### config.mk
export PLATFORM = sky130hd
export DESIGN_NAME = half_bridge_spi_port
export DESIGN_NICKNAME = d
export VERILOG_FILES = /design/src/half_bridge_pkg.sv /design/src/half_bridge_pin_sync.sv /design/src/half_bridge_spi_port.sv
export SDC_FILE = /design/constraint.sdc
export NUM_CORES = 1
export LEC_CHECK = 0
export BUFFER_PORTS_ARGS = -buffer_cell sky130_fd_sc_hd__buf_2
export CAP_MARGIN = 0
export CORE_MARGIN = 8
export CORE_UTILIZATION = 62
export DETAILED_ROUTE_END_ITERATION = 12
export MAX_ROUTING_LAYER = met4
export PLACE_DENSITY = 0.82
export SKIP_LAST_GASP = 1
export SLEW_MARGIN = 20
export SYNTH_ARGS = -nofsm -noshare
export SYNTH_HDL_FRONTEND = slang
export SYNTH_SLANG_ARGS = --single-unit
### constraint.sdc
create_clock -name core_clk_i -period 2.2 [get_ports core_clk_i]
set_input_delay 0.66 -clock core_clk_i [delete_from_list [all_inputs] [get_ports core_clk_i]]
set_output_delay 0.66 -clock core_clk_i [all_outputs]
set_load 0.02 [all_outputs]
### src/half_bridge_pkg.sv
// ============================================================
// Shared constants of the half-bridge serial control port
package half_bridge_pkg;

    // ============================================================
    // Word layout
    localparam int WORD_BITS = 16;
    localparam int CNT_BITS = 4;
    localparam int DRV_COUNT = 12;
    localparam int DRV_LSB = 1;
    localparam int OV_EN_BIT = 15;
    localparam int UL_EN_BIT = 14;
    localparam int OC_EN_BIT = 13;
    localparam int CLR_BIT = 0;
    localparam int SUPPLY_FAIL_BIT = 15;
    localparam int UNDERLOAD_BIT = 14;
    localparam int OVERLOAD_BIT = 13;
    localparam int THERMAL_BIT = 0;

    // ============================================================
    // Reset values
    localparam logic [WORD_BITS-1:0] WORD_RESET = 16'h0000;
    localparam logic [DRV_COUNT-1:0] DRV_RESET = 12'h000;
    localparam logic [CNT_BITS-1:0] CNT_RESET = 4'h0;
    localparam logic [CNT_BITS-1:0] CNT_ONE = 4'h1;

    // ============================================================
    // Pin synchroniser vector
    localparam int PIN_BITS = 4;
    localparam int PIN_SEL = 0;
    localparam int PIN_SCLK = 1;
    localparam int PIN_SDI = 2;
    localparam int PIN_EN = 3;
    localparam logic [PIN_BITS-1:0] PIN_RESET = 4'h1;

    // ============================================================
    // Fault input vector
    localparam int FAULT_BITS = 28;
    localparam int FLT_OV = 0;
    localparam int FLT_UV = 1;
    localparam int FLT_OT = 2;
    localparam int FLT_TW = 3;
    localparam int FLT_UL_LSB = 4;
    localparam int FLT_OC_LSB = 16;
    localparam logic [FAULT_BITS-1:0] FAULT_RESET = 28'h0000000;

    // ============================================================
    // Timing
    localparam int CLK_PERIOD_NS = 8;
    localparam int SEL_HIGH_MIN_NS = 200;
    localparam int SEL_HIGH_MIN_CYC = (SEL_HIGH_MIN_NS + CLK_PERIOD_NS - 1) / CLK_PERIOD_NS;
    localparam int GAP_CNT_BITS = 6;
    localparam logic [GAP_CNT_BITS-1:0] GAP_MIN = GAP_CNT_BITS'(SEL_HIGH_MIN_CYC);
    localparam logic [GAP_CNT_BITS-1:0] GAP_RESET = 6'h00;
    localparam logic [GAP_CNT_BITS-1:0] GAP_ONE = 6'h01;

    // ============================================================
    // Frame state
    typedef enum logic [0:0] {
        ST_IDLE = 1'b0,
        ST_SHIFT = 1'b1
    } frame_state_type;

endpackage

### src/half_bridge_pin_sync.sv
`timescale 1ns/1ps
`default_nettype none
// ============================================================
// Three-stage synchroniser; a change counts once stages two and three agree
module half_bridge_pin_sync #(
    parameter int WIDTH = 4,
    parameter logic [WIDTH-1:0] RESET_VAL = '0
) (
    input wire logic core_clk_i,
    input wire logic sys_rst_i,
    input wire logic [WIDTH-1:0] raw_i,
    output logic [WIDTH-1:0] sync_o
);

    logic [WIDTH-1:0] stage1_reg;
    logic [WIDTH-1:0] stage2_reg;
    logic [WIDTH-1:0] stage3_reg;
    logic [WIDTH-1:0] sync_reg;
    logic [WIDTH-1:0] agree;

    assign agree = stage2_reg ~^ stage3_reg;

    always_ff @(posedge core_clk_i)
    begin
        if (sys_rst_i)
        begin
            stage1_reg <= RESET_VAL;
            stage2_reg <= RESET_VAL;
            stage3_reg <= RESET_VAL;
        end
        else
        begin
            stage1_reg <= raw_i;
            stage2_reg <= stage1_reg;
            stage3_reg <= stage2_reg;
        end
    end

    always_ff @(posedge core_clk_i)
    begin
        if (sys_rst_i)
            sync_reg <= RESET_VAL;
        else
            sync_reg <= (agree & stage2_reg) | (~agree & sync_reg);
    end

    assign sync_o = sync_reg;

endmodule
`default_nettype wire

### src/half_bridge_spi_port.sv
`timescale 1ns/1ps
`default_nettype none
module half_bridge_spi_port (
    input wire logic core_clk_i,
    input wire logic sys_rst_i,
    input wire logic enable_i,
    input wire logic select_low_i,
    input wire logic sclk_i,
    input wire logic sdi_i,
    input wire logic overvoltage_i,
    input wire logic undervoltage_lockout_i,
    input wire logic over_temp_i,
    input wire logic thermal_warning_i,
    input wire logic [half_bridge_pkg::DRV_COUNT-1:0] underload_i,
    input wire logic [half_bridge_pkg::DRV_COUNT-1:0] overcurrent_i,
    output logic sdo_o,
    output logic sdo_oe_o,
    output logic [half_bridge_pkg::DRV_COUNT-1:0] drive_o,
    output logic overvoltage_shutdown_enable_o,
    output logic underload_shutdown_enable_o,
    output logic overcurrent_shutdown_enable_o,
    output logic frame_accept_o,
    output logic frame_reject_o,
    output logic select_gap_short_o
);
    import half_bridge_pkg::*;

    // ============================================================
    // Input synchronisation
    logic [PIN_BITS-1:0] pin_raw;
    logic [PIN_BITS-1:0] pin_sync;
    logic [FAULT_BITS-1:0] fault_raw;
    logic [FAULT_BITS-1:0] fault_sync;

    assign pin_raw = {enable_i, sdi_i, sclk_i, select_low_i};
    assign fault_raw = {overcurrent_i, underload_i, thermal_warning_i,
                        over_temp_i, undervoltage_lockout_i, overvoltage_i};

    half_bridge_pin_sync #(
        .WIDTH(PIN_BITS),
        .RESET_VAL(PIN_RESET)
    ) pin_sync_inst (
        .core_clk_i(core_clk_i),
        .sys_rst_i(sys_rst_i),
        .raw_i(pin_raw),
        .sync_o(pin_sync)
    );

    half_bridge_pin_sync #(
        .WIDTH(FAULT_BITS),
        .RESET_VAL(FAULT_RESET)
    ) fault_sync_inst (
        .core_clk_i(core_clk_i),
        .sys_rst_i(sys_rst_i),
        .raw_i(fault_raw),
        .sync_o(fault_sync)
    );

    // ============================================================
    // Edge detection and sleep
    logic sel_prev_reg;
    logic sclk_prev_reg;
    logic sel_fall;
    logic sel_rise;
    logic sclk_fall;
    logic sclk_rise;
    logic sleep;
    logic clear_all;

    assign sleep = ~pin_sync[PIN_EN];
    assign clear_all = sys_rst_i | sleep;
    assign sel_fall = sel_prev_reg & ~pin_sync[PIN_SEL];
    assign sel_rise = ~sel_prev_reg & pin_sync[PIN_SEL];
    assign sclk_fall = sclk_prev_reg & ~pin_sync[PIN_SCLK];
    assign sclk_rise = ~sclk_prev_reg & pin_sync[PIN_SCLK];

    always_ff @(posedge core_clk_i)
    begin
        if (sys_rst_i)
        begin
            sel_prev_reg <= 1'b1;
            sclk_prev_reg <= 1'b0;
        end
        else
        begin
            sel_prev_reg <= pin_sync[PIN_SEL];
            sclk_prev_reg <= pin_sync[PIN_SCLK];
        end
    end

    // ============================================================
    // Frame state
    frame_state_type state_reg;
    frame_state_type state_next;

    always_comb
    begin
        state_next = state_reg;
        unique case (state_reg)
            ST_IDLE:
            begin
                if (sel_fall)
                    state_next = ST_SHIFT;
            end
            ST_SHIFT:
            begin
                if (sel_rise)
                    state_next = ST_IDLE;
            end
        endcase
    end

    always_ff @(posedge core_clk_i)
    begin
        if (clear_all)
            state_reg <= ST_IDLE;
        else
            state_reg <= state_next;
    end

    // ============================================================
    // Bit counting
    logic [CNT_BITS-1:0] bit_cnt_reg;
    logic got_bit_reg;
    logic rx_bit_reg;
    logic shifting;

    assign shifting = (state_reg == ST_SHIFT) && !sel_rise;

    always_ff @(posedge core_clk_i)
    begin
        if (clear_all || sel_fall)
        begin
            bit_cnt_reg <= CNT_RESET;
            got_bit_reg <= 1'b0;
        end
        else if (shifting && sclk_fall)
        begin
            bit_cnt_reg <= bit_cnt_reg + CNT_ONE;
            got_bit_reg <= 1'b1;
        end
    end

    always_ff @(posedge core_clk_i)
    begin
        if (clear_all)
            rx_bit_reg <= 1'b0;
        else if (shifting && sclk_fall)
            rx_bit_reg <= pin_sync[PIN_SDI];
    end

    // ============================================================
    // Shift register, status out and command in
    logic [WORD_BITS-1:0] shift_reg;
    logic [WORD_BITS-1:0] status_word;
    logic [WORD_BITS-1:0] rx_word;
    logic frame_ok;
    logic frame_bad;

    assign rx_word = {rx_bit_reg, shift_reg[WORD_BITS-1:1]};
    assign frame_ok = (state_reg == ST_SHIFT) && sel_rise
                      && got_bit_reg && (bit_cnt_reg == CNT_RESET);
    assign frame_bad = (state_reg == ST_SHIFT) && sel_rise && !frame_ok;

    always_ff @(posedge core_clk_i)
    begin
        if (clear_all)
            shift_reg <= WORD_RESET;
        else if (sel_fall)
            shift_reg <= status_word;
        else if (shifting && sclk_rise && got_bit_reg)
            shift_reg <= {rx_bit_reg, shift_reg[WORD_BITS-1:1]};
    end

    logic sdo_oe_reg;

    always_ff @(posedge core_clk_i)
    begin
        if (clear_all)
            sdo_oe_reg <= 1'b0;
        else
            sdo_oe_reg <= (state_next == ST_SHIFT);
    end

    assign sdo_o = shift_reg[0];
    assign sdo_oe_o = sdo_oe_reg;

    // ============================================================
    // Control registers
    logic [DRV_COUNT-1:0] drv_cmd_reg;
    logic ov_en_reg;
    logic ul_en_reg;
    logic oc_en_reg;
    logic clr_req;

    assign clr_req = frame_ok && rx_word[CLR_BIT];

    always_ff @(posedge core_clk_i)
    begin
        if (clear_all)
        begin
            drv_cmd_reg <= DRV_RESET;
            ov_en_reg <= 1'b0;
            ul_en_reg <= 1'b0;
            oc_en_reg <= 1'b0;
        end
        else if (frame_ok)
        begin
            drv_cmd_reg <= rx_word[DRV_LSB +: DRV_COUNT];
            ov_en_reg <= rx_word[OV_EN_BIT];
            ul_en_reg <= rx_word[UL_EN_BIT];
            oc_en_reg <= rx_word[OC_EN_BIT];
        end
    end

    assign overvoltage_shutdown_enable_o = ov_en_reg;
    assign underload_shutdown_enable_o = ul_en_reg;
    assign overcurrent_shutdown_enable_o = oc_en_reg;

    // ============================================================
    // Fault events
    logic [DRV_COUNT-1:0] ul_hit;
    logic [DRV_COUNT-1:0] oc_hit;
    logic supply_event;
    logic global_off;

    assign ul_hit = fault_sync[FLT_UL_LSB +: DRV_COUNT] & drive_o;
    assign oc_hit = fault_sync[FLT_OC_LSB +: DRV_COUNT] & drive_o;
    assign supply_event = fault_sync[FLT_OV] | fault_sync[FLT_UV];
    assign global_off = (fault_sync[FLT_OV] & ov_en_reg)
                        | fault_sync[FLT_UV] | fault_sync[FLT_OT];

    // ============================================================
    // Sticky status flags, set wins over clear
    logic supply_fail_flag_reg;
    logic underload_flag_reg;
    logic overload_flag_reg;
    logic thermal_warning_flag_reg;

    always_ff @(posedge core_clk_i)
    begin
        if (clear_all)
            supply_fail_flag_reg <= 1'b0;
        else
            supply_fail_flag_reg <= (supply_fail_flag_reg & ~clr_req) | supply_event;
    end

    always_ff @(posedge core_clk_i)
    begin
        if (clear_all)
            underload_flag_reg <= 1'b0;
        else
            underload_flag_reg <= (underload_flag_reg & ~clr_req) | (|ul_hit);
    end

    always_ff @(posedge core_clk_i)
    begin
        if (clear_all)
            overload_flag_reg <= 1'b0;
        else
            overload_flag_reg <= (overload_flag_reg & ~clr_req) | (|oc_hit);
    end

    always_ff @(posedge core_clk_i)
    begin
        if (clear_all)
            thermal_warning_flag_reg <= 1'b0;
        else
            thermal_warning_flag_reg <= (thermal_warning_flag_reg & ~clr_req)
                                        | fault_sync[FLT_TW];
    end

    // ============================================================
    // Per-driver latch-off and driver outputs
    logic [DRV_COUNT-1:0] latch_off_reg;
    logic [DRV_COUNT-1:0] drive_reg;

    always_ff @(posedge core_clk_i)
    begin
        if (clear_all)
            latch_off_reg <= DRV_RESET;
        else
            latch_off_reg <= (latch_off_reg & ~{DRV_COUNT{clr_req}})
                             | (ul_hit & {DRV_COUNT{ul_en_reg}})
                             | (oc_hit & {DRV_COUNT{oc_en_reg}});
    end

    always_ff @(posedge core_clk_i)
    begin
        if (clear_all)
            drive_reg <= DRV_RESET;
        else
            drive_reg <= drv_cmd_reg & ~latch_off_reg & ~{DRV_COUNT{global_off}};
    end

    assign drive_o = drive_reg;

    assign status_word = {supply_fail_flag_reg, underload_flag_reg, overload_flag_reg,
                          drive_reg, thermal_warning_flag_reg};

    // ============================================================
    // Frame result pulses
    logic frame_accept_reg;
    logic frame_reject_reg;

    always_ff @(posedge core_clk_i)
    begin
        if (clear_all)
        begin
            frame_accept_reg <= 1'b0;
            frame_reject_reg <= 1'b0;
        end
        else
        begin
            frame_accept_reg <= frame_ok;
            frame_reject_reg <= frame_bad;
        end
    end

    assign frame_accept_o = frame_accept_reg;
    assign frame_reject_o = frame_reject_reg;

    // ============================================================
    // Select high time monitor
    logic [GAP_CNT_BITS-1:0] gap_cnt_reg;
    logic gap_short_reg;

    always_ff @(posedge core_clk_i)
    begin
        if (clear_all || !pin_sync[PIN_SEL])
            gap_cnt_reg <= GAP_RESET;
        else if (gap_cnt_reg != GAP_MIN)
            gap_cnt_reg <= gap_cnt_reg + GAP_ONE;
    end

    always_ff @(posedge core_clk_i)
    begin
        if (clear_all)
            gap_short_reg <= 1'b0;
        else if (sel_fall)
            gap_short_reg <= (gap_cnt_reg != GAP_MIN);
    end

    assign select_gap_short_o = gap_short_reg;

endmodule
`default_nettype wire

==> run metrics <==
Sink Count=205; Syn Inst Count=662; CP top delay family=flip-flops; I/O Pins=54; Slew headroom=between 60% and 70%; clock root cell=clkbuf_8; Core ar.=between 0.01 and 0.015 mm2; Buffers on Ports=53; CP Class=register to output pin; Final period util=87.9%; CP Max Fanout=9; setup bufs post-CTS=0; slowest stage delay, CP=approximately 500 ps; status=complete, no violations; DRT Pass-1 Iters=5; row cnt=38; share of cells above drive strength 1=between 10% and 20%; HP Class=primary input to register; WP buf/inv=1; detailed placer's ending HPWL=~8200 um; CP required=1540 ps; Pwr Total=~7 mW; die footprint=between 0.01 and 0.015 mm2; Hold WS=328 ps; CP Data Arrival Time=~1300 ps; Global Route Usage Sum=around 18%; clock buffer depth=3; initial antenna violation count=0; Setup TNS=0 ps; fill count=780; largest net degree at the start of global routing=~130; Nets=750; P per Cell Area=slightly above 900 mW/mm2; largest cells by area after synthesis=dfxtp_1 60%, nor2b_1 8.9%, nand2_1 3.8%, a21oi_1 3.6%, mux2i_1 2.5%; Yosys top cell area share=between 60 and 70%; leak pwr=2.79 nW; crit-path cells=buf_2; Max VDD drop=about 760 uV; # setup viols final=0; sequential area share after synthesis=just over 60%; die height=121 um; worst-case reg-to-reg path depth=5; distinct cell type count after synthesis=36; clk slew on worst S/H paths=approximately 60 ps; vias=4,595; Final GP Congestion=between 0.7 and 0.8; Syn Nets=700; syn_area_per_cell=approximately 10 um2; Resize count post-CTS=0; DRC viols=0; Die X=121 um; Via density=5.33; CTS Hold Bufs=0; Worst Hold Depth=2; Tmin final=approximately 1900 ps; WL/cell=between 10 and 15 um; grt ovf=0; Initial Util=a little over three fifths; stages on the worst setup path=1; first-pass GRT wire length=roughly 21,000 um; post-synth design cell area=0.00679 mm2; routed wire length=roughly 12,000 um; starting DRC count in detailed routing=between 300 and 400; Inserted Clock Buffers=20; clock skew=about 18 ps; htree depth=1; Final Hold Vio Count=0; Worst setup EP type=output pin; unrepaired setup endpoints after global routing=no; vias in the first global route=4,550; Post-Route Utilization=between 70 and 80%; Multi-input gate area=0.00250 mm2; Worst Setup Start Kind=register; CTS tree=yes; synth warn=0; worst skew pair latency=540 ps; ANT nets after route=0; Slowest-stage cell, CP=dfxtp_1; fin. max-slew vios=0; Fmax=0.517 GHz; FF/Latch Area=about 0.004 mm2; area leader, netlist=dfxtp_1; Area growth, synth to finish=14.7%; # Max-Cap Violations=0; Antenna Cells=0; flops & latches, synth=between 200 and 250; slew of the pin with the lowest slew margin=approximately 510 ps
## cell families (layout without fill, tap and decap cells)
| kind of cell | after synthesis | count (layout) | synth area share (%) |
|---|---|---|---|
| multiplexers | 17 | 17 | 2.51 |
| XOR/XNOR | 8 | 8 | 1.03 |
| adder cells (fa/ha/maj) | 4 | 4 | 0.737 |
| flip-flops | 205 | 205 | 60.5 |
| buffers and inverters | 37 | 97 | 2.76 |
| AND/OR/NAND/NOR | 248 | 248 | 19.2 |
| AO/OA/AOI/OAI | 143 | 143 | 13.3 |
## metal layers
layer | share of wire, % | GRT usage, % | up-vias
met1 | 46 | 21.9 | 2130
met5 | 0 | - | -
met2 | 48 | 28.8 | 107
met4 | 1.3 | 5.46 | 0
li1 | - | - | 2340
met3 | 4.7 | 3.45 | 18
## area by class of cell
type | instances | share of cell area (%)
clock buffer | 29 | 7.35
tap | 140 | 2.25
timing repair buffer | 62 | 4.63
sequential | 205 | 52.7
clock inverter | 3 | 0.836
inverter | 3 | 0.145
multi-input combinational | 420 | 32.1
## worst reg2reg max path, cell delays in order, from the launching register on
cell and delay, ps:
dfxtp_1 400, nor2b_1 410, buf_4 230, a21oi_4 30, buf_4 230, a211oi_1 270
## cells in the mapped netlist, drive strengths merged
cell / instances
ha: 4
nand4b: 2
xor2: 4
a21oi: 51
and2b: 1
clkbuf: 22
a31oi: 2
nor3: 3
xnor2: 4
inv: 3
a22oi: 16
or2: 4
a221oi: 4
nand2b: 2
and4bb: 1
nand2: 68
and3: 4
a22o: 16
mux2i: 17
nor2: 45
o21bai: 2
nor3b: 13
a211oi: 20
nor2b: 97
o21ai: 32
buf: 12
nand4: 1
nand3b: 1
dfxtp: 205
nand3: 6
## final timing paths
check | startpoint | to | slack (ps)
max | sdo_oe_o | sdo_oe_o | 270
min | underload_i[8] | fault_sync_inst.stage1_reg[12] | 330
max reg2reg | register | shift_reg[3] | 550
min reg2reg | pin_sync_inst.stage1_reg[0] | pin_sync_inst.stage2_reg[0] | 410
## cells in the final DEF (no fill, tap or decap), types with 2 or more instances in the layout
master	instances
ha_1	4
or2_2	4
xnor2_1	4
nor2b_1	97
a22oi_1	16
nand3_1	6
bufinv_16	2
a22o_1	16
a21oi_1	49
buf_4	8
nand2b_1	2
nand4b_1	2
buf_2	52
a31oi_1	2
nand2_1	68
nor3b_1	13
a221oi_1	4
mux2i_1	17
dfxtp_1	205
clkbuf_1	3
clkbuf_8	8
clkbuf_16	18
inv_1	3
xor2_1	4
nor3_1	3
a211oi_1	20
and3_1	4
buf_12	2
nor2_1	45
o21bai_1	2
o21ai_0	32
## where the power goes
group          total, mW  internal [mW]  switching (mW)
combinational      0.121         0.0651          0.0562
clock               3.26           1.99            1.27
sequential          3.81           3.79          0.0295
total               7.20           5.84            1.35
## metrics by stage
step           instances  setup slack (ps)  area, um2
2_1_floorplan        662               711       6790
3_3_place_gp         830               447       7150
3_5_place_dp         830               337       7150
4_1_cts              862               249       7780
5_1_grt              862               202       7780
6_report             862               265       7780
Power figures use the tool's default switching activity.
